### src/common/ocr_pkg.sv
/*
 Constants, register layout and state encoding for the overcurrent fault response block.
 Assumes a PMBus command decoder outside that presents byte writes and reads per page.
*/
package ocr_pkg;
    localparam int         NUM_CH         = 2;
    localparam logic [7:0] CMD_OC_ACTION  = 8'h47;
    localparam logic [7:0] CMD_OT_ACTION  = 8'hd6;
    localparam logic [7:0] OC_ACTION_RST  = 8'h00;
    localparam logic [7:0] OT_ACTION_VAL  = 8'hc0;
    localparam int         RESP_MSB       = 7;
    localparam int         RESP_LSB       = 6;
    localparam int         RETRY_MSB      = 5;
    localparam int         RETRY_LSB      = 3;
    localparam int         DELAY_MSB      = 2;
    localparam int         DELAY_LSB      = 0;
    localparam logic [1:0] RESP_CONT      = 2'h0;
    localparam logic [1:0] RESP_UNSUP     = 2'h1;
    localparam logic [1:0] RESP_DELAYED   = 2'h2;
    localparam logic [1:0] RESP_SHUT      = 2'h3;
    localparam logic [2:0] RETRY_FOREVER  = 3'h7;
    localparam int         DELAY_UNIT_MS  = 16;
    localparam int         TICK_MS        = 1;
    localparam int         CLK_HZ         = 100_000_000;
    localparam int         MS_CYCLES      = CLK_HZ / 1000 * TICK_MS;

    typedef enum logic [2:0] {
        ST_RUN   = 3'h0,
        ST_LIMIT = 3'h1,
        ST_SHUT  = 3'h3,
        ST_WAIT  = 3'h2,
        ST_OFF   = 3'h4
    } ocr_state_t;

    typedef struct packed {
        logic [23:0]                    pre;
        logic [NUM_CH-1:0][7:0]         action;
        ocr_state_t [NUM_CH-1:0]        st;
        logic [NUM_CH-1:0][7:0]         cnt;
        logic [NUM_CH-1:0]              was_on;
        logic [NUM_CH-1:0]              no_retry;
        logic [NUM_CH-1:0]              flag;
        logic [NUM_CH-1:0]              oen;
        logic [NUM_CH-1:0]              ilim;
        logic [NUM_CH-1:0]              uv_mask;
        logic                           alert;
        logic [7:0]                     rd_data;
        logic                           rd_valid;
        logic                           cml_err;
    } ocr_regs_t;
endpackage

### src/design/ocr_fault_resp.sv
/*
 Overcurrent fault response logic for both output channels, with the response byte
 store and the fixed internal overtemperature action byte.
 Assumes command strobes, fault detect levels and run control levels are synchronous
 to clk_sys_in; bias power loss is seen as resetn_in.
*/
`timescale 1ns/10ps
module ocr_fault_resp #(
    parameter int MS_CYCLES_P = ocr_pkg::MS_CYCLES
) (
    input  wire logic                      clk_sys_in,              // System clock, 100 MHz.
    input  wire logic                      resetn_in,               // Bias power reset, low.
    input  wire logic                      cmd_wr_in,               // Command byte write strobe.
    input  wire logic                      cmd_rd_in,               // Command byte read strobe.
    input  wire logic [7:0]                cmd_code_in,             // Command code.
    input  wire logic                      cmd_page_in,             // Selected page (channel).
    input  wire logic [7:0]                cmd_wdata_in,            // Write data byte.
    input  wire logic                      clear_faults_in,         // Clear faults pulse.
    input  wire logic [ocr_pkg::NUM_CH-1:0] run_control_pin_in,     // Run control level.
    input  wire logic [ocr_pkg::NUM_CH-1:0] operation_on_in,        // Operation command on.
    input  wire logic [ocr_pkg::NUM_CH-1:0] oc_detect_in,           // In current limit.
    input  wire logic [ocr_pkg::NUM_CH-1:0] other_fault_in,         // Shutdown, no retry.
    input  wire logic [7:0]                restart_interval_setting_in, // Retry gap, ms.
    output logic [7:0]                     rd_data_out,             // Read data byte.
    output logic                           rd_valid_out,            // Read data valid pulse.
    output logic                           cml_err_out,             // Communication error pulse.
    output logic [ocr_pkg::NUM_CH-1:0]     output_enable_out,       // Channel output enabled.
    output logic [ocr_pkg::NUM_CH-1:0]     current_limit_out,       // Hold current at limit.
    output logic [ocr_pkg::NUM_CH-1:0]     uv_mask_out,             // Mask UV detection.
    output logic [ocr_pkg::NUM_CH-1:0]     status_byte_oc_out,      // Status byte OC bit.
    output logic [ocr_pkg::NUM_CH-1:0]     status_word_iout_out,    // Status word IOUT bit.
    output logic [ocr_pkg::NUM_CH-1:0]     status_iout_oc_out,      // Output current OC bit.
    output logic                           alert_out,               // Alert pin level driven.
    output logic                           alert_oe_out             // Alert pin pulled low.
);
    import ocr_pkg::*;

    localparam logic [23:0] PRE_LAST = 24'(MS_CYCLES_P - 1);

    ocr_regs_t r;
    ocr_regs_t next_r;

    // ------------------------------------------------------------
    // Helpers
    // ------------------------------------------------------------

    // Counts down one step on a millisecond tick, holding at zero.
    function automatic logic [7:0] count_down(input logic [7:0] c, input logic t);
        count_down = (t && c != 8'h00) ? c - 8'h01 : c;
    endfunction

    function automatic logic ch_active(input ocr_state_t s);
        ch_active = (s == ST_RUN) || (s == ST_LIMIT);
    endfunction

    // ------------------------------------------------------------
    // Next state
    // ------------------------------------------------------------

    always_comb begin
        logic       tick;
        logic       on;
        logic       clr;
        logic       oc;
        logic [7:0] act;
        tick = 1'b0;
        on   = 1'b0;
        clr  = 1'b0;
        oc   = 1'b0;
        act  = 8'h00;

        next_r          = r;
        next_r.rd_valid = 1'b0;
        next_r.cml_err  = 1'b0;

        tick       = (r.pre == PRE_LAST);
        next_r.pre = tick ? 24'h000000 : r.pre + 24'h000001;

        if (cmd_wr_in) begin
            if (cmd_code_in == CMD_OC_ACTION) begin
                next_r.action[cmd_page_in] = cmd_wdata_in;
                if (cmd_wdata_in[RESP_MSB:RESP_LSB] == RESP_UNSUP) begin
                    next_r.cml_err = 1'b1;
                end
            end else if (cmd_code_in == CMD_OT_ACTION) begin
                next_r.cml_err = 1'b1;
            end
        end

        if (cmd_rd_in) begin
            next_r.rd_valid = 1'b1;
            if (cmd_code_in == CMD_OC_ACTION) begin
                next_r.rd_data = r.action[cmd_page_in];
            end else if (cmd_code_in == CMD_OT_ACTION) begin
                next_r.rd_data = OT_ACTION_VAL;
            end else begin
                next_r.rd_data = 8'h00;
            end
        end

        for (int ch = 0; ch < NUM_CH; ch++) begin
            on  = run_control_pin_in[ch] & operation_on_in[ch];
            clr = clear_faults_in | (on & ~r.was_on[ch]);
            oc  = oc_detect_in[ch];
            act = r.action[ch];
            next_r.was_on[ch] = on;

            case (r.st[ch])
                ST_OFF: begin
                    if (on) begin
                        next_r.st[ch]       = ST_RUN;
                        next_r.no_retry[ch] = 1'b0;
                    end
                end
                ST_RUN: begin
                    if (oc) begin
                        case (act[RESP_MSB:RESP_LSB])
                            RESP_DELAYED: begin
                                if (act[DELAY_MSB:DELAY_LSB] == 3'h0) begin
                                    next_r.st[ch] = ST_SHUT;
                                end else begin
                                    next_r.st[ch]  = ST_LIMIT;
                                    next_r.cnt[ch] = 8'(act[DELAY_MSB:DELAY_LSB]
                                                     * DELAY_UNIT_MS);
                                end
                            end
                            RESP_SHUT: begin
                                next_r.st[ch] = ST_SHUT;
                            end
                            default: begin
                                next_r.st[ch] = ST_RUN;
                            end
                        endcase
                    end
                end
                ST_LIMIT: begin
                    if (!oc) begin
                        next_r.st[ch] = ST_RUN;
                    end else if (tick && r.cnt[ch] == 8'h01) begin
                        next_r.st[ch] = ST_SHUT;
                    end else begin
                        next_r.cnt[ch] = count_down(r.cnt[ch], tick);
                    end
                end
                ST_SHUT: begin
                    if (act[RETRY_MSB:RETRY_LSB] == RETRY_FOREVER && !r.no_retry[ch]) begin
                        next_r.st[ch]  = ST_WAIT;
                        next_r.cnt[ch] = restart_interval_setting_in;
                    end
                end
                ST_WAIT: begin
                    if (r.cnt[ch] == 8'h00) begin
                        next_r.st[ch] = ST_RUN;
                    end else begin
                        next_r.cnt[ch] = count_down(r.cnt[ch], tick);
                    end
                end
                default: begin
                    next_r.st[ch] = ST_OFF;
                end
            endcase

            if (other_fault_in[ch] && r.st[ch] != ST_OFF) begin
                next_r.st[ch]       = ST_SHUT;
                next_r.no_retry[ch] = 1'b1;
            end
            if (!on) begin
                next_r.st[ch] = ST_OFF;
            end

            // Set wins over clear so a fault in the clearing cycle is kept.
            next_r.flag[ch] = (oc & ch_active(r.st[ch])) | (r.flag[ch] & ~clr);
            next_r.oen[ch]     = ch_active(next_r.st[ch]);
            next_r.ilim[ch]    = oc & ch_active(next_r.st[ch]);
            next_r.uv_mask[ch] = oc;
        end

        next_r.alert = |next_r.flag;
    end

    // ------------------------------------------------------------
    // State register
    // ------------------------------------------------------------

    always_ff @(posedge clk_sys_in or negedge resetn_in) begin
        if (!resetn_in) begin
            r          <= '0;
            r.action   <= {NUM_CH{OC_ACTION_RST}};
            r.st       <= '{default: ST_OFF};
        end else begin
            r <= next_r;
        end
    end

    // ------------------------------------------------------------
    // Outputs
    // ------------------------------------------------------------

    assign rd_data_out          = r.rd_data;
    assign rd_valid_out         = r.rd_valid;
    assign cml_err_out          = r.cml_err;
    assign output_enable_out    = r.oen;
    assign current_limit_out    = r.ilim;
    assign uv_mask_out          = r.uv_mask;
    assign status_byte_oc_out   = r.flag;
    assign status_word_iout_out = r.flag;
    assign status_iout_oc_out   = r.flag;
    assign alert_out            = 1'b0;
    assign alert_oe_out         = r.alert;

endmodule // ocr_fault_resp

### config.mk
export PLATFORM = sky130hd
export DESIGN_NAME = ocr_fault_resp
export DESIGN_NICKNAME = d
export VERILOG_FILES = /design/src/common/ocr_pkg.sv /design/src/design/ocr_fault_resp.sv
export SDC_FILE = /design/constraint.sdc
export NUM_CORES = 1
export LEC_CHECK = 0
export BUFFER_PORTS_ARGS = -buffer_cell sky130_fd_sc_hd__buf_2
export CAP_MARGIN = 15
export CORE_MARGIN = 1.5
export CORE_UTILIZATION = 63
export DETAILED_ROUTE_END_ITERATION = 6
export PLACE_DENSITY = 0.95
export SLEW_MARGIN = 20
export SYNTH_ARGS = -nofsm -noshare
export SYNTH_HDL_FRONTEND = slang
export SYNTH_SLANG_ARGS = --single-unit
### constraint.sdc
create_clock -name clk_sys_in -period 5.55 [get_ports clk_sys_in]
set_clock_uncertainty 0.15 [all_clocks]
set_input_delay 1.11 -clock clk_sys_in [delete_from_list [all_inputs] [get_ports clk_sys_in]]
set_output_delay 1.11 -clock clk_sys_in [all_outputs]
set_load 0.02 [all_outputs]
Word level (Yosys, flattened, before mapping)
Index checks and enable logic that the tools add are counted.

storage, ports and cells
  input bits = 38
  output and inout bits = 24
  memories = 0
  RAM bits = 0
  bits in latches = 0
  word-level logic and storage cells = 173
  ROM bits = 0
  register bits after elaboration = 85

operators by class
  bitwise logic cells = 18
  divide/modulo/power cells = 0
  $mul = 0
  add/subtract/negate cells = 3
  reduce and logical (&&, ||, !) cells = 37
  equal/unequal tests = 38
  muxes and demuxes = 57
  shift-type cells = 0
  magnitude comparators = 2

operators with widths
  operator                                           number
  2-to-1 mux 8 bit                                   21
  case mux 8 bit (4 select lines)                    2
  2-to-1 mux 3 bit                                   14
  case mux 3 bit (5 select lines)                    2
  adder 24 x 1 -> 24 bit (second input constant)     1
  == test 24 x 17 -> 1 bit (second input constant)   1
  2-to-1 mux 24 bit                                  1
  inequality test 2 bit (second input constant)      12
  logical NOT 3 bit                                  6
  bitwise mux 16 bit                                 1
  == test 8 x 1 -> 1 bit (second input constant)     2
  logical NOT 8 bit                                  2
  AND reduction 8 bit                                2
  nonzero test 8 bit                                 2
  subtractor 8 x 1 -> 8 bit (second input constant)  2
  == test 3 x 1 -> 1 bit (second input constant)     4
  == test 3 x 2 -> 1 bit (second input constant)     4
  == test 3 bit (second input constant)              4
  case mux 3 bit (2 select lines)                    2
  2-to-1 mux 1 bit                                   11
  bitwise AND 1 bit                                  10
  logical AND 1 bit                                  9
  demux 8 bit (select 1 bit)                         1
  == test 2 bit (second input constant)              4
  other kinds (16)                                   35

Longest topological paths before layout
Gate-level depths: netlist (run 1).

  depth in word-level cells = 10
  depth in mapped cells = 7
  mapped depth without buffers = 7

Worst setup path before layout (run 1)
Ideal clock, no wire load.

  path kind = input-to-reg
  start point = input cmd_code_in[5]
  end point = register r[45] (netlist bit)
  setup slack = 2.792 ns
  required time = 5.275 ns
  cell stages on the path = 5
  arrival time = 2.484 ns
  path buffers = 1
  setup time = 0.125 ns
  path through = and4bb_2 nand4_1 clkbuf_1 nor3_2 mux2_2

between the ends
  word-level cells in the longest chain between the ends = 2

RTL lines
  element                               line                   RTL
  from (decl)                           ocr_fault_resp.sv:15   input wire logic [7:0] cmd_code_in,
  == test 8 x 7 -> 1 bit                ocr_fault_resp.sv:80   if (cmd_code_in == CMD_OC_ACTION) begin
  AND reduction 2 bit (no source line)  -
  to (signal assigned)                  ocr_fault_resp.sv:191  r <= next_r;
  to (decl)                             ocr_fault_resp.sv:40   ocr_regs_t r;

No other way between the ends.
A chain may end at the register's enable or synchronous reset.

Worst setup path in the final report (run 1)
  start point = input cmd_code_in[5]
  end point = register r[46] (netlist bit)

The elaborated chain is that of the path after synthesis.

==> results of run 1 <==
[area by class of cell]
class,instances,area (um^2),area share
Clock inverter,7,105,0.0205
Sequential cell,85,2130,0.416
Tap cell,99,124,0.0242
Clock buffer,9,124,0.0242
Inverter,23,86.3,0.0169
Timing Repair Buffer,60,307,0.0599
Multi-Input combinational cell,322,2240,0.438
[layer usage]
layer	vias to the layer above	wire [um]	GRT usage
met5	-	0	0
li1	1744	-	-
met3	35	653	0.0471
met4	0	303	0.133
met2	177	5480	0.500
met1	1877	4320	0.359
[per-stage QoR]
step | cell area [um^2] | hold slack, ps | util
after floorplan | 4700 | 293 | -
after global placement | 4880 | 307 | 0.673
after detailed placement | 4880 | 312 | 0.673
after CTS | 5110 | 329 | 0.705
after global routing | 5120 | 360 | 0.705
final | 5120 | 324 | 0.705
[cell families after synthesis]
logic type               synth area share
flip-flops                          0.453
XOR/XNOR                           0.0447
AND/OR/NAND/NOR                     0.194
AO/OA/AOI/OAI                       0.152
buffers and inverters              0.0708
other                            0.000797
multiplexers                       0.0660
adder cells (fa/ha/maj)            0.0186
[report_power, final]
group	leakage [nW]	internal, mW	switching, mW
registers	1.13	0.646	0.0319
logic	1.03	0.0730	0.119
clock network	0.113	0.261	0.237
[state kept, by name, summed over array words and instances, names as in the netlist]
register and flops:
status_byte_oc_out 2, uv_mask_out 2, current_limit_out 2, output_enable_out 2
r 66, rd_data_out 8, alert_oe_out 1, rd_valid_out 1
cml_err_out 1
[critical path: cells and delay by family]
kind,cells,cell delay [ps]
buffers and inverters,1,100
multiplexers,1,410
AND/OR/NAND/NOR,3,1410
[cell usage after synthesis, types with 3 or more instances]
cell type	instances	area (um^2)
a22o_1	3	26.3
o21ai_0	15	75.1
nand2b_1	4	25.0
buf_6	3	33.8
a21oi_1	15	75.1
clkbuf_1	11	41.3
nor2b_1	3	18.8
buf_4	21	158
nand4_1	10	62.6
o41ai_1	6	52.6
dfrtp_1	83	2080
and3_1	3	18.8
nor4_1	6	37.5
ha_1	7	87.6
o21ai_1	7	35.0
and4_1	3	26.3
nand3_1	8	40.0
nor4b_4	3	71.3
xor2_1	9	78.8
inv_1	23	86.3
o211ai_1	6	45.0
nor3_1	13	65.1
mux2_2	22	248
mux2i_1	4	40.0
o31ai_1	3	22.5
o221ai_1	5	43.8
xnor2_1	15	131
nor2_1	46	173
a31oi_1	3	18.8
nand2_1	36	135
o22ai_1	7	43.8
nor3b_1	3	22.5
and2_1	6	37.5
o21a_1	7	52.6
o2bb2ai_1	3	26.3
nand4b_1	4	35.0
a221oi_1	3	26.3
a32oi_1	3	26.3
[worst max-delay path by stage]
stage,slack (ps),depth (start not counted),to,startpoint
after CTS,2640,5,r[46]$_DFFE_PN0P_,cmd_code_in[5]
after detailed placement,2280,5,r[51]$_DFFE_PN0P_,cmd_code_in[5]
after global placement,2450,5,r[56]$_DFFE_PN0P_,cmd_code_in[5]
final,2610,5,r[46]$_DFFE_PN0P_,cmd_code_in[5]
after floorplan,2790,5,r[45]$_DFFE_PN0P_,cmd_code_in[5]
after global routing,2470,5,r[46]$_DFFE_PN0P_,cmd_code_in[5]
==> flow_metrics.py, run 1 <==
metrics = {
    "final_layout": {
        "layout_common_cells": "83 x dfrtp_1, 59 x buf_2, 46 x nor2_1",
        "fin_nets": 546,
        "final_common_cell": "dfrtp_1",
        "drive_above_1_share": 0.231,
        "diodes": 0,
        "area_growth_pct": 8.78,
        "fill_cells": 511,
        "layout.cells.non_filler": 605,
    },
    "timing": {
        "setup_viol": 0,
        "hold_viol_final": 0,
        "finalSetupTns_ps": 0,
        "grt_setup_unrepaired": "false",
        "max_freq_ghz": 0.340,
        "worstMarginPinSlew_ps": 804,
        "finalMaxSlewViolations": 0,
        "layout_min_cycle_time_ps": 2940,
        "post-route-period-util": 0.530,
        "setup_slack_ps": 2610,
        "max-slew-margin-rel": 0.460,
    },
    "pwr": {
        "p_leak_nw": 2.28,
        "ir_drop_uv": 152,
        "p_total_mw": 1.37,
        "powerDensity_mw_per_mm2": 268,
    },
    "worst_setup_path": {
        "end_kind": "flip-flop",
        "cp_cell_sequence": "buf_2 > and4bb_2 > nand4_1 > nor3_2 > mux2_2",
        "r2r-end": "r[31]$_DFFE_PN0P_",
        "r2r_slack_ps": 2780,
        "critPathMaxFanout": 11,
        "worstRegToRegCells": 5,
        "cpPeakStageDelay_ps": 670,
        "criticalPathCategory": "in2reg",
        "crit_path_start_kind": "input pin",
        "timing.rr.start": "r[42]$_DFF_PN0_",
        "cp_slowest_cell": "nor3_2",
        "cp.required_ps": 5650,
        "arrival_ps": 3040,
    },
    "clock_tree": {
        "cts-resized-gates": 0,
        "post_cts_buffers": 0,
        "path_clk_slew_ps": 90,
        "hold_buffers": 0,
        "tritoncts": "built",
        "cts.path.max_buffers": 2,
        "cts_sinks": 85,
        "cts_buffers": 9,
        "insertion_delay_ps": 360,
        "htree_num_levels": 3,
        "cts_root_buf": "clkbuf_8",
    },
    "routing": {
        "remaining_drc_errors": 0,
        "viasPerCell": 6.34,
        "drt_first_pass_iters": 5,
        "postRouteWirelength_um": 10800,
        "drt.antenna.violating_nets": 0,
        "first_iter_violations": 381,
        "num_vias": 3833,
        "routedWlPerCell_um": 17.8,
    },
    "synthesis": {
        "synth_ff_type": "dfrtp_1",
        "syn_inst": 468,
        "netlist_area_mm2": 0.00470,
        "syn_avg_cell_area_um2": 10.0,
        "synth_enable_flop_cells": 0,
        "async_reset_ff_frac": 1.00,
        "seq_area_frac_synth": 0.453,
        "synth_nets": 513,
        "yosysUniqueCellTypes": 65,
        "ys_warn_count": 0,
        "synth-seq-cells": 85,
    },
    "place": {
        "place_ws_ps": 2280,
        "dp_cells": 589,
        "place_congestion": 0.902,
        "dp_hpwl_um": 7730,
        "io_buffers": 60,
    },
    "global_route": {
        "antenna_found_initial": 0,
        "grt_overflow_total": 0,
        "grt_pass1_wl_um": 17600,
        "grt_use_total": 0.290,
        "grt_max_degree": 86,
        "grt_pass1_vias": 3670,
    },
    "die": {
        "floorplan.initialDensity": 0.648,
        "io_pins": 62,
        "rows": 31,
        "fp.dieH_um": 89.4,
        "core_mm2": 0.00725,
        "die_w_um": 89.4,
        "die_area_mm2": 0.00799,
    },
    "hold_path": {
        "min_to": "r[84]$_DFF_PN0_",
        "hold_class": "reg2reg",
        "min_from": "r[84]$_DFF_PN0_",
        "whs_path_depth": 1,
    },
    "status": {
        "outcome": "finished clean",
    },
    "job": {
        "max_cap_viol_count": 0,
    },
}
(Power assumes the default switching activity.)
==> run 2, diff against run 1 <==
- CORE_UTILIZATION: 63 -> 58
- PLACE_DENSITY: 0.95 -> 0.91
- clock period: 5.55 -> 2.9 ns (I/O delays scaled with it)
==> flow_metrics.py, run 2 (synthesized netlist as in run 1, its figures left out) <==
metrics = {
    "status": {
        "outcome": "finished clean",
    },
    "clock_tree": {
        "cts_buffers": 9,
        "post_cts_buffers": 0,
        "htree_num_levels": 3,
        "cts-resized-gates": 0,
        "cts_root_buf": "clkbuf_8",
        "path_clk_slew_ps": 100,
        "tritoncts": "built",
        "cts_sinks": 85,
        "cts.path.max_buffers": 2,
        "hold_buffers": 0,
        "insertion_delay_ps": 360,
    },
    "timing": {
        "layout_min_cycle_time_ps": 2400,
        "hold_viol_final": 0,
        "worstMarginPinSlew_ps": 861,
        "max-slew-margin-rel": 0.422,
        "setup_slack_ps": 496,
        "finalSetupTns_ps": 0,
        "grt_setup_unrepaired": "false",
        "post-route-period-util": 0.829,
        "max_freq_ghz": 0.416,
        "setup_viol": 0,
        "finalMaxSlewViolations": 0,
    },
    "pwr": {
        "p_total_mw": 2.54,
        "powerDensity_mw_per_mm2": 493,
        "p_leak_nw": 2.31,
        "ir_drop_uv": 289,
    },
    "routing": {
        "routedWlPerCell_um": 16.8,
        "viasPerCell": 6.10,
        "num_vias": 3754,
        "postRouteWirelength_um": 10400,
        "first_iter_violations": 398,
        "remaining_drc_errors": 0,
        "drt_first_pass_iters": 5,
        "drt.antenna.violating_nets": 0,
    },
    "final_layout": {
        "top_register": "r",
        "layout_common_cells": "83 x dfrtp_1, 59 x buf_2, 46 x nor2_1",
        "drive_above_1_share": 0.242,
        "design_area_mm2": 0.00516,
        "area_growth_pct": 9.66,
        "fill_cells": 605,
        "regArea_mm2": 0.00213,
        "largest_reg_flops": 66,
        "final_common_cell": "dfrtp_1",
        "diodes": 0,
        "fin_nets": 553,
        "multi_input_area_mm2": 0.00224,
    },
    "worst_setup_path": {
        "worstRegToRegCells": 7,
        "r2r_slack_ps": 500,
        "crit_path_end": "r[32]$_DFFE_PN0P_",
        "end_kind": "flip-flop",
        "critPathMaxFanout": 5,
        "cpPeakStageDelay_ps": 400,
        "criticalPathCategory": "reg2reg",
        "cp_slowest_cell": "dfrtp_1",
        "cp.required_ps": 2990,
        "arrival_ps": 2490,
        "crit_path_start_kind": "flip-flop",
        "r2r-end": "r[32]$_DFFE_PN0P_",
        "cp-startpoint": "r[32]$_DFFE_PN0P_",
        "timing.rr.start": "r[32]$_DFFE_PN0P_",
        "cp_cell_sequence": "inv_1 > ha_1 > nor4b_1 > a21bo_2 > a2111oi_4 > o21a_1 > mux2_1",
    },
    "place": {
        "placed_area_mm2": 0.00495,
        "place_ws_ps": 527,
        "io_buffers": 60,
        "dp_hpwl_um": 7590,
        "place_congestion": 0.940,
    },
    "die": {
        "rows": 32,
        "core_mm2": 0.00781,
        "floorplan.initialDensity": 0.602,
        "io_pins": 62,
        "die_w_um": 93.1,
        "die_area_mm2": 0.00866,
        "fp.dieH_um": 93.1,
    },
    "hold_path": {
        "hold_class": "in2async",
    },
    "global_route": {
        "grt_pass1_vias": 3529,
        "grt_overflow_total": 0,
        "grt_max_degree": 50,
        "grt_use_total": 0.253,
        "grt_pass1_wl_um": 17200,
        "antenna_found_initial": 0,
    },
    "job": {
        "max_cap_viol_count": 0,
    },
}
==> run 2: cell type report <==
cell class                      count  area share
Timing Repair Buffer               67      0.0713
Inverter                           23      0.0167
Multi-Input combinational cell    322       0.434
Sequential cell                    85       0.413
Clock inverter                      7      0.0158
Clock buffer                        9      0.0240
Tap cell                          102      0.0247
==> run 2: layer usage <==
layer / track usage / vias to the layer above / wire (um)
li1: - / 1747 / -
met1: 0.339 / 1825 / 4460
met2: 0.414 / 168 / 5010
met3: 0.0480 / 14 / 736
met4: 0.0833 / 0 / 143
met5: 0 / - / 0
==> run 2: per-stage QoR <==
step	std cells	hold WS, ps	utilization
6_report	615	16.3	0.661
5_1_grt	615	50.6	0.661
4_1_cts	615	29.3	0.661
3_5_place_dp	599	322	0.634
3_3_place_gp	599	310	0.634
2_1_floorplan	468	134	-
==> run 2: worst min path at each step <==
stage,start,to,depth (start not counted)
2_1_floorplan,resetn_in,alert_oe_out$_DFF_PN0_,0
5_1_grt,resetn_in,r[30]$_DFFE_PN0P_,1
3_5_place_dp,r[84]$_DFF_PN0_,r[84]$_DFF_PN0_,1
3_3_place_gp,rd_data_out[7]$_DFFE_PN0P_,rd_data_out[7]$_DFFE_PN0P_,1
6_report,resetn_in,r[30]$_DFFE_PN0P_,1
4_1_cts,resetn_in,r[30]$_DFFE_PN0P_,1
==> run 2: where the power goes <==
group | switching (mW) | internal (mW) | total, mW
logic | 0.228 | 0.143 | 0.371
registers | 0.0582 | 1.24 | 1.30
clock network | 0.463 | 0.412 | 0.875
total | 0.749 | 1.79 | 2.54
==> run 2: critical path, delay by kind of cell, from the launching register on <==
family / cells / cell delay (ps)
simple gates: 1 / 150
flops: 1 / 400
fa+ha+maj: 1 / 200
buf+inv: 1 / 110
mux: 1 / 350
compound gates: 3 / 920
